File: src/mpp_consts.svh
// Offsets, field positions, reset values and limits of the parameter register bank
`ifndef MPP_CONSTS_SVH
`define MPP_CONSTS_SVH

// ==================================================
// Register offsets
`define MPP_OFS_PFC_RUN      16'h819c
`define MPP_OFS_BLANK_OFS    16'h81aa
`define MPP_OFS_D_FF         16'h81e4
`define MPP_OFS_PFC_BUS_REF  16'h8252
`define MPP_OFS_CRIT_OV      16'h8274
`define MPP_OFS_BUS_OV       16'h8276
`define MPP_OFS_BUS_UV       16'h8278
`define MPP_OFS_ADC_HI       16'h82a8
`define MPP_OFS_ADC_LO       16'h82aa
`define MPP_OFS_VF_FREQ      16'h82bc
`define MPP_OFS_VF_GAIN      16'h82be
`define MPP_OFS_ZERO_REQ     16'h8326
`define MPP_OFS_PFC_IREF     16'h832c
`define MPP_OFS_EXT_REV      16'h838e
`define MPP_OFS_EXT_FWD      16'h8396
`define MPP_OFS_FLX_BETA     16'h839a
`define MPP_OFS_FLX_ALPHA    16'h839c
`define MPP_OFS_Q_FF         16'h839e
`define MPP_OFS_KILL_CNT     16'hf1d8

// ==================================================
// Reset values, limits, scale shifts and field positions
`define MPP_RST_ZERO         16'h0000
`define MPP_RST_KILL_CNT     16'h0013
`define MPP_BUS_UNIT_SHIFT   4
`define MPP_FF_LIMIT         18'sh00596
`define MPP_VF_SHIFT         8
`define MPP_VF_FREQ_MAX      16'h4000
`define MPP_KILL_LSB         0
`define MPP_KILL_MSB         7

`endif

File: src/mpp_pkg.sv
// Types shared by the parameter register bank
package mpp_pkg;

    // ==================================================
    // Register slots of the bank
    typedef enum logic [4:0] {
        MPP_PFC_RUN, MPP_BLANK_OFS, MPP_D_FF, MPP_PFC_BUS_REF, MPP_CRIT_OV,
        MPP_BUS_OV, MPP_BUS_UV, MPP_ADC_HI, MPP_ADC_LO, MPP_VF_FREQ,
        MPP_VF_GAIN, MPP_ZERO_REQ, MPP_PFC_IREF, MPP_EXT_REV, MPP_EXT_FWD,
        MPP_FLX_BETA, MPP_FLX_ALPHA, MPP_Q_FF, MPP_KILL_CNT, MPP_NONE
    } mpp_reg_idx_t;

endpackage : mpp_pkg

File: src/mpp_param_regs.sv
// Parameter register bank with protection, injection and PFC gating logic
`timescale 1ns/1ps
`include "mpp_consts.svh"

module mpp_param_regs
    import mpp_pkg::*;
(
    input  wire logic               core_clk,
    input  wire logic               sys_rst,
    // Register port of the on-chip controller
    input  wire logic [15:0]        reg_addr,
    input  wire logic [15:0]        reg_wdata,
    input  wire logic               reg_wr,
    input  wire logic               reg_rd,
    output logic      [15:0]        reg_rdata,
    // Control cycle boundary and fault clear
    input  wire logic               ctrl_cycle,
    input  wire logic               fault_clear,
    // Measured quantities from the converter path
    input  wire logic [11:0]        dc_bus_volts,
    input  wire logic [11:0]        ac_volts,
    // Regulator and estimator signals
    input  wire logic [11:0]        fwd_angle_in,
    input  wire logic [11:0]        rev_angle_in,
    input  wire logic               external_flux_select,
    input  wire logic signed [15:0] est_flux_alpha,
    input  wire logic signed [15:0] est_flux_beta,
    input  wire logic signed [15:0] d_reg_out,
    input  wire logic signed [15:0] q_reg_out,
    input  wire logic [14:0]        d_output_limit,
    input  wire logic [14:0]        q_output_limit,
    // PFC side inputs
    input  wire logic               pfc_allow,
    input  wire logic               pfc_kill_input,
    input  wire logic [9:0]         pfc_blank_hysteresis,
    // Protection outputs
    output logic                    low_side_clamp,
    output logic                    crit_ov_fault,
    output logic                    bus_ov_fault,
    output logic                    bus_uv_fault,
    // Injection outputs
    output logic      [11:0]        fwd_angle_out,
    output logic      [11:0]        rev_angle_out,
    output logic signed [15:0]      flux_alpha_out,
    output logic signed [15:0]      flux_beta_out,
    output logic signed [15:0]      d_mod_out,
    output logic signed [15:0]      q_mod_out,
    // Compensation and diagnostic outputs
    output logic      [11:0]        adc_ref_high_out,
    output logic      [11:0]        adc_ref_low_out,
    output logic      [15:0]        vf_mod_index,
    output logic      [15:0]        vf_freq_out,
    // PFC outputs
    output logic      [11:0]        pfc_current_cmd,
    output logic                    pfc_voltage_blank_flag,
    output logic                    pfc_kill_fault,
    output logic                    pfc_pwm_enable
);

    // ==================================================
    // Decode helpers
    // Map an address to its register slot; used by write and read paths
    function automatic mpp_reg_idx_t reg_index(input logic [15:0] a);
        unique case (a)
            `MPP_OFS_PFC_RUN:     reg_index = MPP_PFC_RUN;
            `MPP_OFS_BLANK_OFS:   reg_index = MPP_BLANK_OFS;
            `MPP_OFS_D_FF:        reg_index = MPP_D_FF;
            `MPP_OFS_PFC_BUS_REF: reg_index = MPP_PFC_BUS_REF;
            `MPP_OFS_CRIT_OV:     reg_index = MPP_CRIT_OV;
            `MPP_OFS_BUS_OV:      reg_index = MPP_BUS_OV;
            `MPP_OFS_BUS_UV:      reg_index = MPP_BUS_UV;
            `MPP_OFS_ADC_HI:      reg_index = MPP_ADC_HI;
            `MPP_OFS_ADC_LO:      reg_index = MPP_ADC_LO;
            `MPP_OFS_VF_FREQ:     reg_index = MPP_VF_FREQ;
            `MPP_OFS_VF_GAIN:     reg_index = MPP_VF_GAIN;
            `MPP_OFS_ZERO_REQ:    reg_index = MPP_ZERO_REQ;
            `MPP_OFS_PFC_IREF:    reg_index = MPP_PFC_IREF;
            `MPP_OFS_EXT_REV:     reg_index = MPP_EXT_REV;
            `MPP_OFS_EXT_FWD:     reg_index = MPP_EXT_FWD;
            `MPP_OFS_FLX_BETA:    reg_index = MPP_FLX_BETA;
            `MPP_OFS_FLX_ALPHA:   reg_index = MPP_FLX_ALPHA;
            `MPP_OFS_Q_FF:        reg_index = MPP_Q_FF;
            `MPP_OFS_KILL_CNT:    reg_index = MPP_KILL_CNT;
            default:              reg_index = MPP_NONE;
        endcase
    endfunction : reg_index

    // Saturate a sum to plus or minus a limit
    function automatic logic signed [15:0] sat_lim(input logic signed [17:0] v,
                                                   input logic signed [17:0] lim);
        if (v > lim) begin
            sat_lim = lim[15:0];
        end else if (v < -lim) begin
            sat_lim = 16'((-lim));
        end else begin
            sat_lim = v[15:0];
        end
    endfunction : sat_lim

    // ==================================================
    // Register storage
    localparam int NREG = 19;
    logic [15:0]  live [NREG];     // Value firmware sees
    logic [15:0]  act  [NREG];     // Value the datapath uses
    mpp_reg_idx_t wr_idx;          // Slot hit by the current write
    mpp_reg_idx_t rd_idx;          // Slot hit by the current read

    assign wr_idx = reg_index(reg_addr);
    assign rd_idx = reg_index(reg_addr);

    // One writer and one shadow per slot; live takes writes, act takes live at the
    // cycle boundary so no computation sees a value change midway
    for (genvar i = 0; i < NREG; i++) begin : g_reg
        localparam logic [15:0] RST = (i == int'(MPP_KILL_CNT)) ? `MPP_RST_KILL_CNT
                                                                 : `MPP_RST_ZERO;
        // Firmware write
        always_ff @(posedge core_clk) begin
            if (sys_rst) begin
                live[i] <= RST;
            end else if (reg_wr && (int'(wr_idx) == i)) begin
                live[i] <= reg_wdata;
            end
        end
        // Apply at the next control cycle
        always_ff @(posedge core_clk) begin
            if (sys_rst) begin
                act[i] <= RST;
            end else if (ctrl_cycle) begin
                act[i] <= live[i];
            end
        end
    end

    // Read path: mapped slots return firmware value, others zero
    always_ff @(posedge core_clk) begin
        if (sys_rst) begin
            reg_rdata <= 16'h0000;
        end else if (reg_rd) begin
            reg_rdata <= (rd_idx == MPP_NONE) ? 16'h0000 : live[rd_idx];
        end
    end

    // ==================================================
    // Dc bus protection
    logic [15:0] bus_ext;    // Feedback zero-extended to threshold width
    logic [15:0] crit_thr;   // Thresholds scaled by sixteen
    logic [15:0] ov_thr;
    logic [15:0] uv_thr;

    assign bus_ext  = {4'h0, dc_bus_volts};
    assign crit_thr = act[MPP_CRIT_OV] << `MPP_BUS_UNIT_SHIFT;
    assign ov_thr   = act[MPP_BUS_OV] << `MPP_BUS_UNIT_SHIFT;
    assign uv_thr   = act[MPP_BUS_UV] << `MPP_BUS_UNIT_SHIFT;

    // Critical trip latches; a new trip wins over a clear in the same cycle
    always_ff @(posedge core_clk) begin
        if (sys_rst) begin
            crit_ov_fault <= 1'b0;
        end else if (bus_ext > crit_thr) begin
            crit_ov_fault <= 1'b1;
        end else if (fault_clear) begin
            crit_ov_fault <= 1'b0;
        end
    end

    // Braking rides on the latch, so a falling bus does not release it
    assign low_side_clamp = crit_ov_fault;

    // Overvoltage and undervoltage faults, sticky until cleared
    always_ff @(posedge core_clk) begin
        if (sys_rst) begin
            bus_ov_fault <= 1'b0;
        end else if (bus_ext > ov_thr) begin
            bus_ov_fault <= 1'b1;
        end else if (fault_clear) begin
            bus_ov_fault <= 1'b0;
        end
    end

    always_ff @(posedge core_clk) begin
        if (sys_rst) begin
            bus_uv_fault <= 1'b0;
        end else if (bus_ext < uv_thr) begin
            bus_uv_fault <= 1'b1;
        end else if (fault_clear) begin
            bus_uv_fault <= 1'b0;
        end
    end

    // ==================================================
    // Angle, flux and feedforward injection
    logic [11:0]        fwd_sum;    // Angles wrap at a full turn
    logic [11:0]        rev_sum;
    logic signed [15:0] d_ff_lim;   // Feedforward held inside full modulation
    logic signed [15:0] q_ff_lim;

    assign fwd_sum  = fwd_angle_in + act[MPP_EXT_FWD][11:0];
    assign rev_sum  = rev_angle_in + act[MPP_EXT_REV][11:0];
    assign d_ff_lim = sat_lim(18'(signed'(act[MPP_D_FF])), `MPP_FF_LIMIT);
    assign q_ff_lim = sat_lim(18'(signed'(act[MPP_Q_FF])), `MPP_FF_LIMIT);

    // Angles and fluxes registered for the regulator
    always_ff @(posedge core_clk) begin
        if (sys_rst) begin
            fwd_angle_out  <= 12'h000;
            rev_angle_out  <= 12'h000;
            flux_alpha_out <= 16'sh0000;
            flux_beta_out  <= 16'sh0000;
        end else begin
            fwd_angle_out <= fwd_sum;
            rev_angle_out <= rev_sum;
            if (external_flux_select) begin
                flux_alpha_out <= signed'(act[MPP_FLX_ALPHA]);
                flux_beta_out  <= signed'(act[MPP_FLX_BETA]);
            end else begin
                flux_alpha_out <= est_flux_alpha;
                flux_beta_out  <= est_flux_beta;
            end
        end
    end

    // D and q outputs: zero request overrides the normal limits
    always_ff @(posedge core_clk) begin
        if (sys_rst) begin
            d_mod_out <= 16'sh0000;
            q_mod_out <= 16'sh0000;
        end else if (act[MPP_ZERO_REQ][0]) begin
            d_mod_out <= 16'sh0000;
            q_mod_out <= 16'sh0000;
        end else begin
            d_mod_out <= sat_lim(18'(d_reg_out) + 18'(d_ff_lim),
                                 18'(signed'({1'b0, d_output_limit})));
            q_mod_out <= sat_lim(18'(q_reg_out) + 18'(q_ff_lim),
                                 18'(signed'({1'b0, q_output_limit})));
        end
    end

    // ==================================================
    // Compensation references and open-loop diagnostic
    logic [15:0] vf_freq_lim;   // Frequency held inside its range
    logic [23:0] vf_prod;       // Gain times frequency before scaling

    assign vf_freq_lim = (act[MPP_VF_FREQ] > `MPP_VF_FREQ_MAX) ? `MPP_VF_FREQ_MAX
                                                               : act[MPP_VF_FREQ];
    assign vf_prod     = act[MPP_VF_GAIN][7:0] * vf_freq_lim;

    // Registered so downstream sees only whole-cycle values
    always_ff @(posedge core_clk) begin
        if (sys_rst) begin
            adc_ref_high_out <= 12'h000;
            adc_ref_low_out  <= 12'h000;
            vf_mod_index     <= 16'h0000;
            vf_freq_out      <= 16'h0000;
            pfc_current_cmd  <= 12'h000;
        end else begin
            adc_ref_high_out <= act[MPP_ADC_HI][11:0];
            adc_ref_low_out  <= act[MPP_ADC_LO][11:0];
            vf_mod_index     <= vf_prod[23:`MPP_VF_SHIFT];
            vf_freq_out      <= vf_freq_lim;
            pfc_current_cmd  <= act[MPP_PFC_IREF][11:0];
        end
    end

    // ==================================================
    // PFC gate-kill filter
    logic [2:0] kill_sync;     // Three-stage synchroniser on the pin
    logic       kill_stable;   // Level accepted once stages two and three agree
    logic [7:0] kill_cnt;      // Consecutive asserted cycles, saturating
    logic [7:0] kill_filt;     // Low byte only; upper bits are firmware's duty

    assign kill_filt = act[MPP_KILL_CNT][`MPP_KILL_MSB:`MPP_KILL_LSB];

    // Synchroniser; stage one feeds stage two only
    always_ff @(posedge core_clk) begin
        if (sys_rst) begin
            kill_sync <= 3'h0;
        end else begin
            kill_sync <= {kill_sync[1:0], pfc_kill_input};
        end
    end

    // Accept a change only when the later stages match
    always_ff @(posedge core_clk) begin
        if (sys_rst) begin
            kill_stable <= 1'b0;
        end else if (kill_sync[1] == kill_sync[2]) begin
            kill_stable <= kill_sync[2];
        end
    end

    // Persistence counter; any release restarts it so noise never accumulates
    always_ff @(posedge core_clk) begin
        if (sys_rst) begin
            kill_cnt <= 8'h00;
        end else if (!kill_stable) begin
            kill_cnt <= 8'h00;
        end else if (kill_cnt != 8'hff) begin
            kill_cnt <= kill_cnt + 8'h01;
        end
    end

    // Latched shutdown; a new trip wins over a clear
    always_ff @(posedge core_clk) begin
        if (sys_rst) begin
            pfc_kill_fault <= 1'b0;
        end else if (kill_stable && (kill_cnt >= kill_filt)) begin
            pfc_kill_fault <= 1'b1;
        end else if (fault_clear) begin
            pfc_kill_fault <= 1'b0;
        end
    end

    // ==================================================
    // PFC voltage blanking with hysteresis
    logic signed [13:0] blank_on;    // Trip point
    logic signed [13:0] blank_off;   // Release point, one gap lower

    assign blank_on  = 14'(act[MPP_PFC_BUS_REF][11:1]) - 14'(act[MPP_BLANK_OFS][9:0])
                     - 14'(pfc_blank_hysteresis);
    assign blank_off = blank_on - 14'(pfc_blank_hysteresis);

    always_ff @(posedge core_clk) begin
        if (sys_rst) begin
            pfc_voltage_blank_flag <= 1'b0;
        end else if (signed'(14'(ac_volts)) > blank_on) begin
            pfc_voltage_blank_flag <= 1'b1;
        end else if (signed'(14'(ac_volts)) < blank_off) begin
            pfc_voltage_blank_flag <= 1'b0;
        end
    end

    // Top-level PFC gate: switch, state machine, blanking and kill all agree
    always_ff @(posedge core_clk) begin
        if (sys_rst) begin
            pfc_pwm_enable <= 1'b0;
        end else begin
            pfc_pwm_enable <= act[MPP_PFC_RUN][0]
                              && pfc_allow
                              && !pfc_voltage_blank_flag
                              && !pfc_kill_fault;
        end
    end
endmodule : mpp_param_regs

File: config.mk
export PLATFORM = sky130hd
export DESIGN_NAME = mpp_param_regs
export DESIGN_NICKNAME = d
export VERILOG_FILES = /design/src/mpp_pkg.sv /design/src/mpp_param_regs.sv
export VERILOG_INCLUDE_DIRS = /design/src /design/src/src
export SDC_FILE = /design/constraint.sdc
export NUM_CORES = 2
export LEC_CHECK = 0
export ABC_AREA = 0
export BUFFER_PORTS_ARGS = -buffer_cell sky130_fd_sc_hd__buf_2
export CAP_MARGIN = 20
export CORE_ASPECT_RATIO = 0.6
export CORE_UTILIZATION = 51
export DETAILED_ROUTE_END_ITERATION = 10
export PLACE_DENSITY = 0.7
export SLEW_MARGIN = 20
export SYNTH_ARGS = -nofsm -noshare
export SYNTH_HDL_FRONTEND = slang
export SYNTH_SLANG_ARGS = --single-unit
File: constraint.sdc
create_clock -name core_clk -period 8.4 [get_ports core_clk]
set_input_delay 1.68 -clock core_clk [delete_from_list [all_inputs] [get_ports core_clk]]
set_output_delay 1.68 -clock core_clk [all_outputs]
set_load 0.03 [all_outputs]
---- Yosys cells after proc, flatten, opt, wreduce, memory -nomap -nowiden ----
Memory sizes are Yosys's and may differ from the RTL's. A register that Yosys moved wholly into a read port is not among the register bits.
Cells that the tools add are included.
storage, ports and cells
  bits in writable memories ............... 608
  bits in registers ....................... 154
  memories ................................ 2
  output and inout bits ................... 179
  input port bits ......................... 193
memories
  name  words  width  rd ports  clocked after Yosys merged registers in  wr ports  RTL line               source
  act   19     16     19        3                                        19        mpp_param_regs.sv:104  logic [15:0] act [NREG];
  live  19     16     20        0                                        19        mpp_param_regs.sv:103  logic [15:0] live [NREG];
operators by class
  $mul .................................... 1
  reductions and logical operators ........ 35
  add/subtract/negate cells ............... 10
  multiplexer cells ....................... 120
  bitwise logic cells ..................... 39
  order comparisons ....................... 15
  equal/unequal tests ..................... 40
operators by type and width
  operator                                              number
  2-to-1 mux 16 bit                                     48
  == test 16 bit, second input constant                 19
  one-hot mux 5 bit (19 select lines)                   1
  2-to-1 mux 1 bit                                      69
  == test 5 bit, second input constant                  12
  OR 1 bit                                              38
  < comparator 17 x 18 -> 1 bit                         2
  negator 15 -> 18 bit                                  2
  adder 16 x 16 -> 17 bit                               2
  > comparator 17 x 16 -> 1 bit                         2
  > comparator 12 x 16 -> 1 bit                         2
  > comparator 16 x 12 -> 1 bit, second input constant  2
  < comparator 16 x 12 -> 1 bit, second input constant  2
  2-to-1 mux 15 bit                                     2
  adder 12 bit                                          2
  multiplier 8 x 16 -> 24 bit                           1
  logical AND 1 bit                                     23
  == test 5 x 4 -> 1 bit, second input constant         4
  > comparator 16 x 15 -> 1 bit, second input constant  1
  < comparator 12 x 16 -> 1 bit                         1
  < comparator 13 x 14 -> 1 bit                         1
  subtractor 13 x 11 -> 14 bit                          1
  > comparator 13 bit                                   1
  subtractor 12 x 11 -> 13 bit                          1
  other kinds (13)                                      21

---- Longest topological paths before layout ----
  word-level depth ........................ 8
  mapped depth ............................ 30
  depth with buffers taken out ............ 29

---- Least setup slack after synthesis ----
Ideal clock, no wire load.
  path type ............................... in2reg
  from .................................... input port sys_rst
  to ...................................... memory act[0][0] (enable)
  setup time .............................. 0.486 ns
  slack ................................... 2.071 ns
  path buffers ............................ 4
  stages .................................. 5
  data required time ...................... 7.914 ns
  data arrival time ....................... 5.843 ns
  cell sequence ........................... clkbuf_1 -> clkbuf_1 -> clkbuf_1 -> buf_1 -> or2_2
RTL lines
  element          RTL line               source
  start, declared  mpp_param_regs.sv:9    input wire logic sys_rst,
  end, declared    mpp_param_regs.sv:104

==> flow_metrics.tcl <==
set metrics [dict create \
    worstMarginPinSlew_ns 1.177 \
    synth_edf_count 519 \
    route.met2.wl_um 46030 \
    htreeDepth 3 \
    routabilityCongestion 0.9824 \
    synth_warnings 0 \
    timing.final.ws_setup_ns 1.314 \
    cts_tree "done" \
    holdCritPathClass "flip-flop to flip-flop" \
    cap_violations 0 \
    setup_violations 0 \
    grt_max_degree 123 \
    rows 78 \
    holdWs_ns 0.4435 \
    final_area_um2 45210 \
    cts.sinks 709 \
    grt_pass1_vias 27330 \
    power.density_nw_per_um2 218.5 \
    outcome "finished, final reports clean" \
    endpoint "vf_mod_index[13]" \
    place_hpwl_um 87270 \
    grt_overflow 0 \
    wl_met3_um 15900 \
    criticalPathCategory "flip-flop to flip-flop" \
    clk_latency_ns 0.64 \
    seqPwrFrac_pct 41.9 \
    die_w_um 362.7 \
    pwr-share-clk_pct 34.8 \
    grt_setup_unrepaired "no" \
    placed_area_um2 42710 \
    preCtsSetupSlack_ns 1.442 \
    cts_root_buf "clkbuf_16" \
    fin_crit_ns 7.086 \
    start_util_pct 52.10 \
    drive_above_1_share_pct 14.59 \
    slew-limit-headroom_pct 21.25 \
    drc 0 \
    met1Wirelength_um 53260 \
    dr.pass1.iters 8 \
    vias 29760 \
    n_fill_cell 6461 \
    via_per_inst 5.781 \
    async_reset_ff_share_pct 0 \
    drt-total-wl_um 117300 \
    avgSynthCellArea_um2 10.68 \
    r2r_end "vf_mod_index[13]" \
    ant_nets 0 \
    postCtsSetupBuffers 0 \
    clkSlewWorstSetupHoldPaths_ns 0.07 \
    worst-path-stages 20 \
    path_buf_inv 1 \
    crit_fanout 15 \
    final-hold-violation-count 0 \
    numCtsBuffers 70 \
    crit_chain "nor4_1 > a41o_1 > and2_1 > nand2_1 > fa_1 > fa_1 > inv_1 > fa_1 > fa_1 > ha_1 > nand4_1 > nor4_1 > a221oi_1 > o21ai_0 > nand4_1 > o21ai_0 > a31oi_1 > a21boi_0 > xor2_1 > nor2b_1" \
    cpLargestDelayFamily "adder cells" \
    die_h_um 218.4 \
    switching_share_pct 30.19 \
    synthFlopType "edfxtp_1" \
    fin_setup_tns_ns 0 \
    syn-instance-count 3728 \
    dieArea_um2 79220 \
    rr_startpoint "act[9][6]" \
    io_buffer_count 371 \
    cellInternalPower_mw 6.898 \
    slowest_delay_ns 0.74 \
    finClkSkew_ns 0.03231 \
    wl_per_cell_um 22.78 \
    crit_path_start "act[9][6]" \
    yosysSeqAreaShare_pct 48.70 \
    combPwrFrac_pct 23.4 \
    synthesis.area_um2 39810 \
    period_share_pct 84.36 \
    area_growth_pct 13.57 \
    grtUsageTotal_pct 29.11 \
    ys_seq_elements 709 \
    synthTopCellsByArea "edfxtp_1, dfxtp_1, and2_1, ha_1, fa_1" \
    ir_drop_mv 0.1410 \
    worstRegToRegCells 20 \
    p_leak_nw 19.20 \
    worst-endpoint-required_ns 8.89 \
    final_nets 4581 \
    grt_pass1_wl_um 172100 \
    cts_max_path_buffers 3 \
    fmax_ghz 0.1411 \
    cp-end-kind "flip-flop" \
    power_switching_mw 2.983 \
    drtIter0Drc 3877 \
    ctsResizeCount 0 \
    ys_types 90 \
    ios 372 \
    worst_path_max_delay_cell "o21ai_0" \
    critPathArrivalTime_ns 7.57 \
    path_common_cell "fa_1" \
    core_area_um2 76420 \
    slew_violations 0 \
    critPathLaunchType "flip-flop" \
    top_layer_used "met5" \
    antenna_found_initial 10 \
    yosysTopAreaCellShare_pct 39.15 \
    r2r_slack_ns 1.31 \
    synth_area_leader_cell "edfxtp_1" \
    postCtsHoldBufs 0 \
]
-- how the worst min path moves through the flow --
stage                  from             endpoint  slack, ns  cells after the start
2_1_floorplan  kill_sync[0]         kill_sync[1]       0.41                      1
3_3_place_gp     act[12][2]   pfc_current_cmd[2]       0.43                      1
3_5_place_dp      act[7][1]  adc_ref_high_out[1]       0.44                      1
4_1_cts          act[8][10]  adc_ref_low_out[10]       0.45                      1
5_1_grt           act[7][2]  adc_ref_high_out[2]       0.46                      1
6_report         act[8][10]  adc_ref_low_out[10]       0.44                      1
-- cell usage in the layout (no fill, tap or decap), drive strengths merged, types with 30 or more instances in the layout --
cell | Yosys | layout
buf | 45 | 420
o21a | 33 | 33
nor3 | 82 | 82
fa | 90 | 90
a21o | 53 | 53
ha | 248 | 248
inv | 244 | 249
and3 | 84 | 84
nor2 | 324 | 324
o21ai | 121 | 121
nor2b | 99 | 99
mux2i | 57 | 57
nand2b | 40 | 40
xor2 | 34 | 34
a21oi | 126 | 126
edfxtp | 519 | 519
nand4 | 31 | 31
o211ai | 30 | 30
clkbuf | 132 | 90
o22ai | 59 | 59
xnor2 | 79 | 79
nand3 | 48 | 48
dfxtp | 190 | 190
nand2 | 129 | 129
and2 | 534 | 534
-- cells by family after synthesis --
family,synth area share [%]
xor+xnor,2.486
fa+ha+maj,12.32
flops,48.70
compound gates,10.30
mux,1.631
other cells,0.01886
buf+inv,4.120
simple gates,20.42
-- layer usage --
layer	vias to the layer above	track usage, %
li1	13760	-
met1	14300	45.14
met2	1549	38.41
met3	141	10.09
met4	6	5.865
met5	-	0.8578
-- synth_stat cells (7+ instances only) --
cell and count:
fa_1 90, o21ai_0 115, nand2b_1 40, o41ai_1 10
buf_2 32, and3_1 83, nand2_1 125, o22ai_1 59
a21boi_0 8, mux2_2 7, edfxtp_1 519, nor2b_1 99
o221ai_1 12, nor2_1 317, o22a_1 8, nor4_1 24
a22oi_1 12, nand4_1 31, a221oi_1 8, and2_1 533
o31ai_1 17, o21a_1 33, a211o_1 10, or3_1 17
xnor2_1 79, or4_1 7, buf_1 10, a21oi_1 126
mux2i_1 57, o211ai_1 30, o21bai_1 27, inv_1 244
or2_2 11, a211oi_1 18, dfxtp_1 190, nor3_1 71
nand3_1 47, xor2_1 34, nor2_2 7, clkbuf_1 128
a31oi_1 13, ha_1 248, a21o_1 53
-- state kept, by name, summed over array words and instances, names as in the netlist, 12 cells and up --
signal and flops:
live 304, act 215, d_mod_out 16, flux_alpha_out 16, flux_beta_out 16, q_mod_out 16
reg_rdata 16, vf_freq_out 16, vf_mod_index 16, adc_ref_high_out 12, adc_ref_low_out 12, fwd_angle_out 12
pfc_current_cmd 12, rev_angle_out 12
-- metrics by stage --
step | instances | total power, mW | util (%)
6_report | 5147 | 9.881 | 59.17
5_1_grt | 5147 | 10.31 | 59.17
4_1_cts | 5146 | 9.889 | 59.16
3_5_place_dp | 5018 | 6.476 | 55.89
3_3_place_gp | 5018 | 6.429 | 55.89
2_1_floorplan | 3735 | 5.818 | -
-- power groups by stage --
stage / Combinational (mW) / Sequential, mW / Clock, mW
global route: 2.56 / 4.15 / 3.59
finish: 2.31 / 4.14 / 3.44
floorplan: 1.50 / 4.32 / 0
global placement: 2.22 / 4.20 / 0
CTS: 2.29 / 4.13 / 3.47
detailed placement: 2.27 / 4.21 / 0
-- cell type report --
class	count	area (µm²)	share of cell area (%)
Inverter	244	915.9	2.026
Tap cell	1040	1301	2.878
Timing Repair Buffer	420	2256	4.990
Clock buffer	90	1931	4.270
Clock inverter	38	561.8	1.243
Multi-Input combinational cell	2605	18860	41.70
Sequential cell	709	19390	42.88
Antenna cell	1	2.502	0.005535
Note: power is estimated with default switching activity, not from simulation.
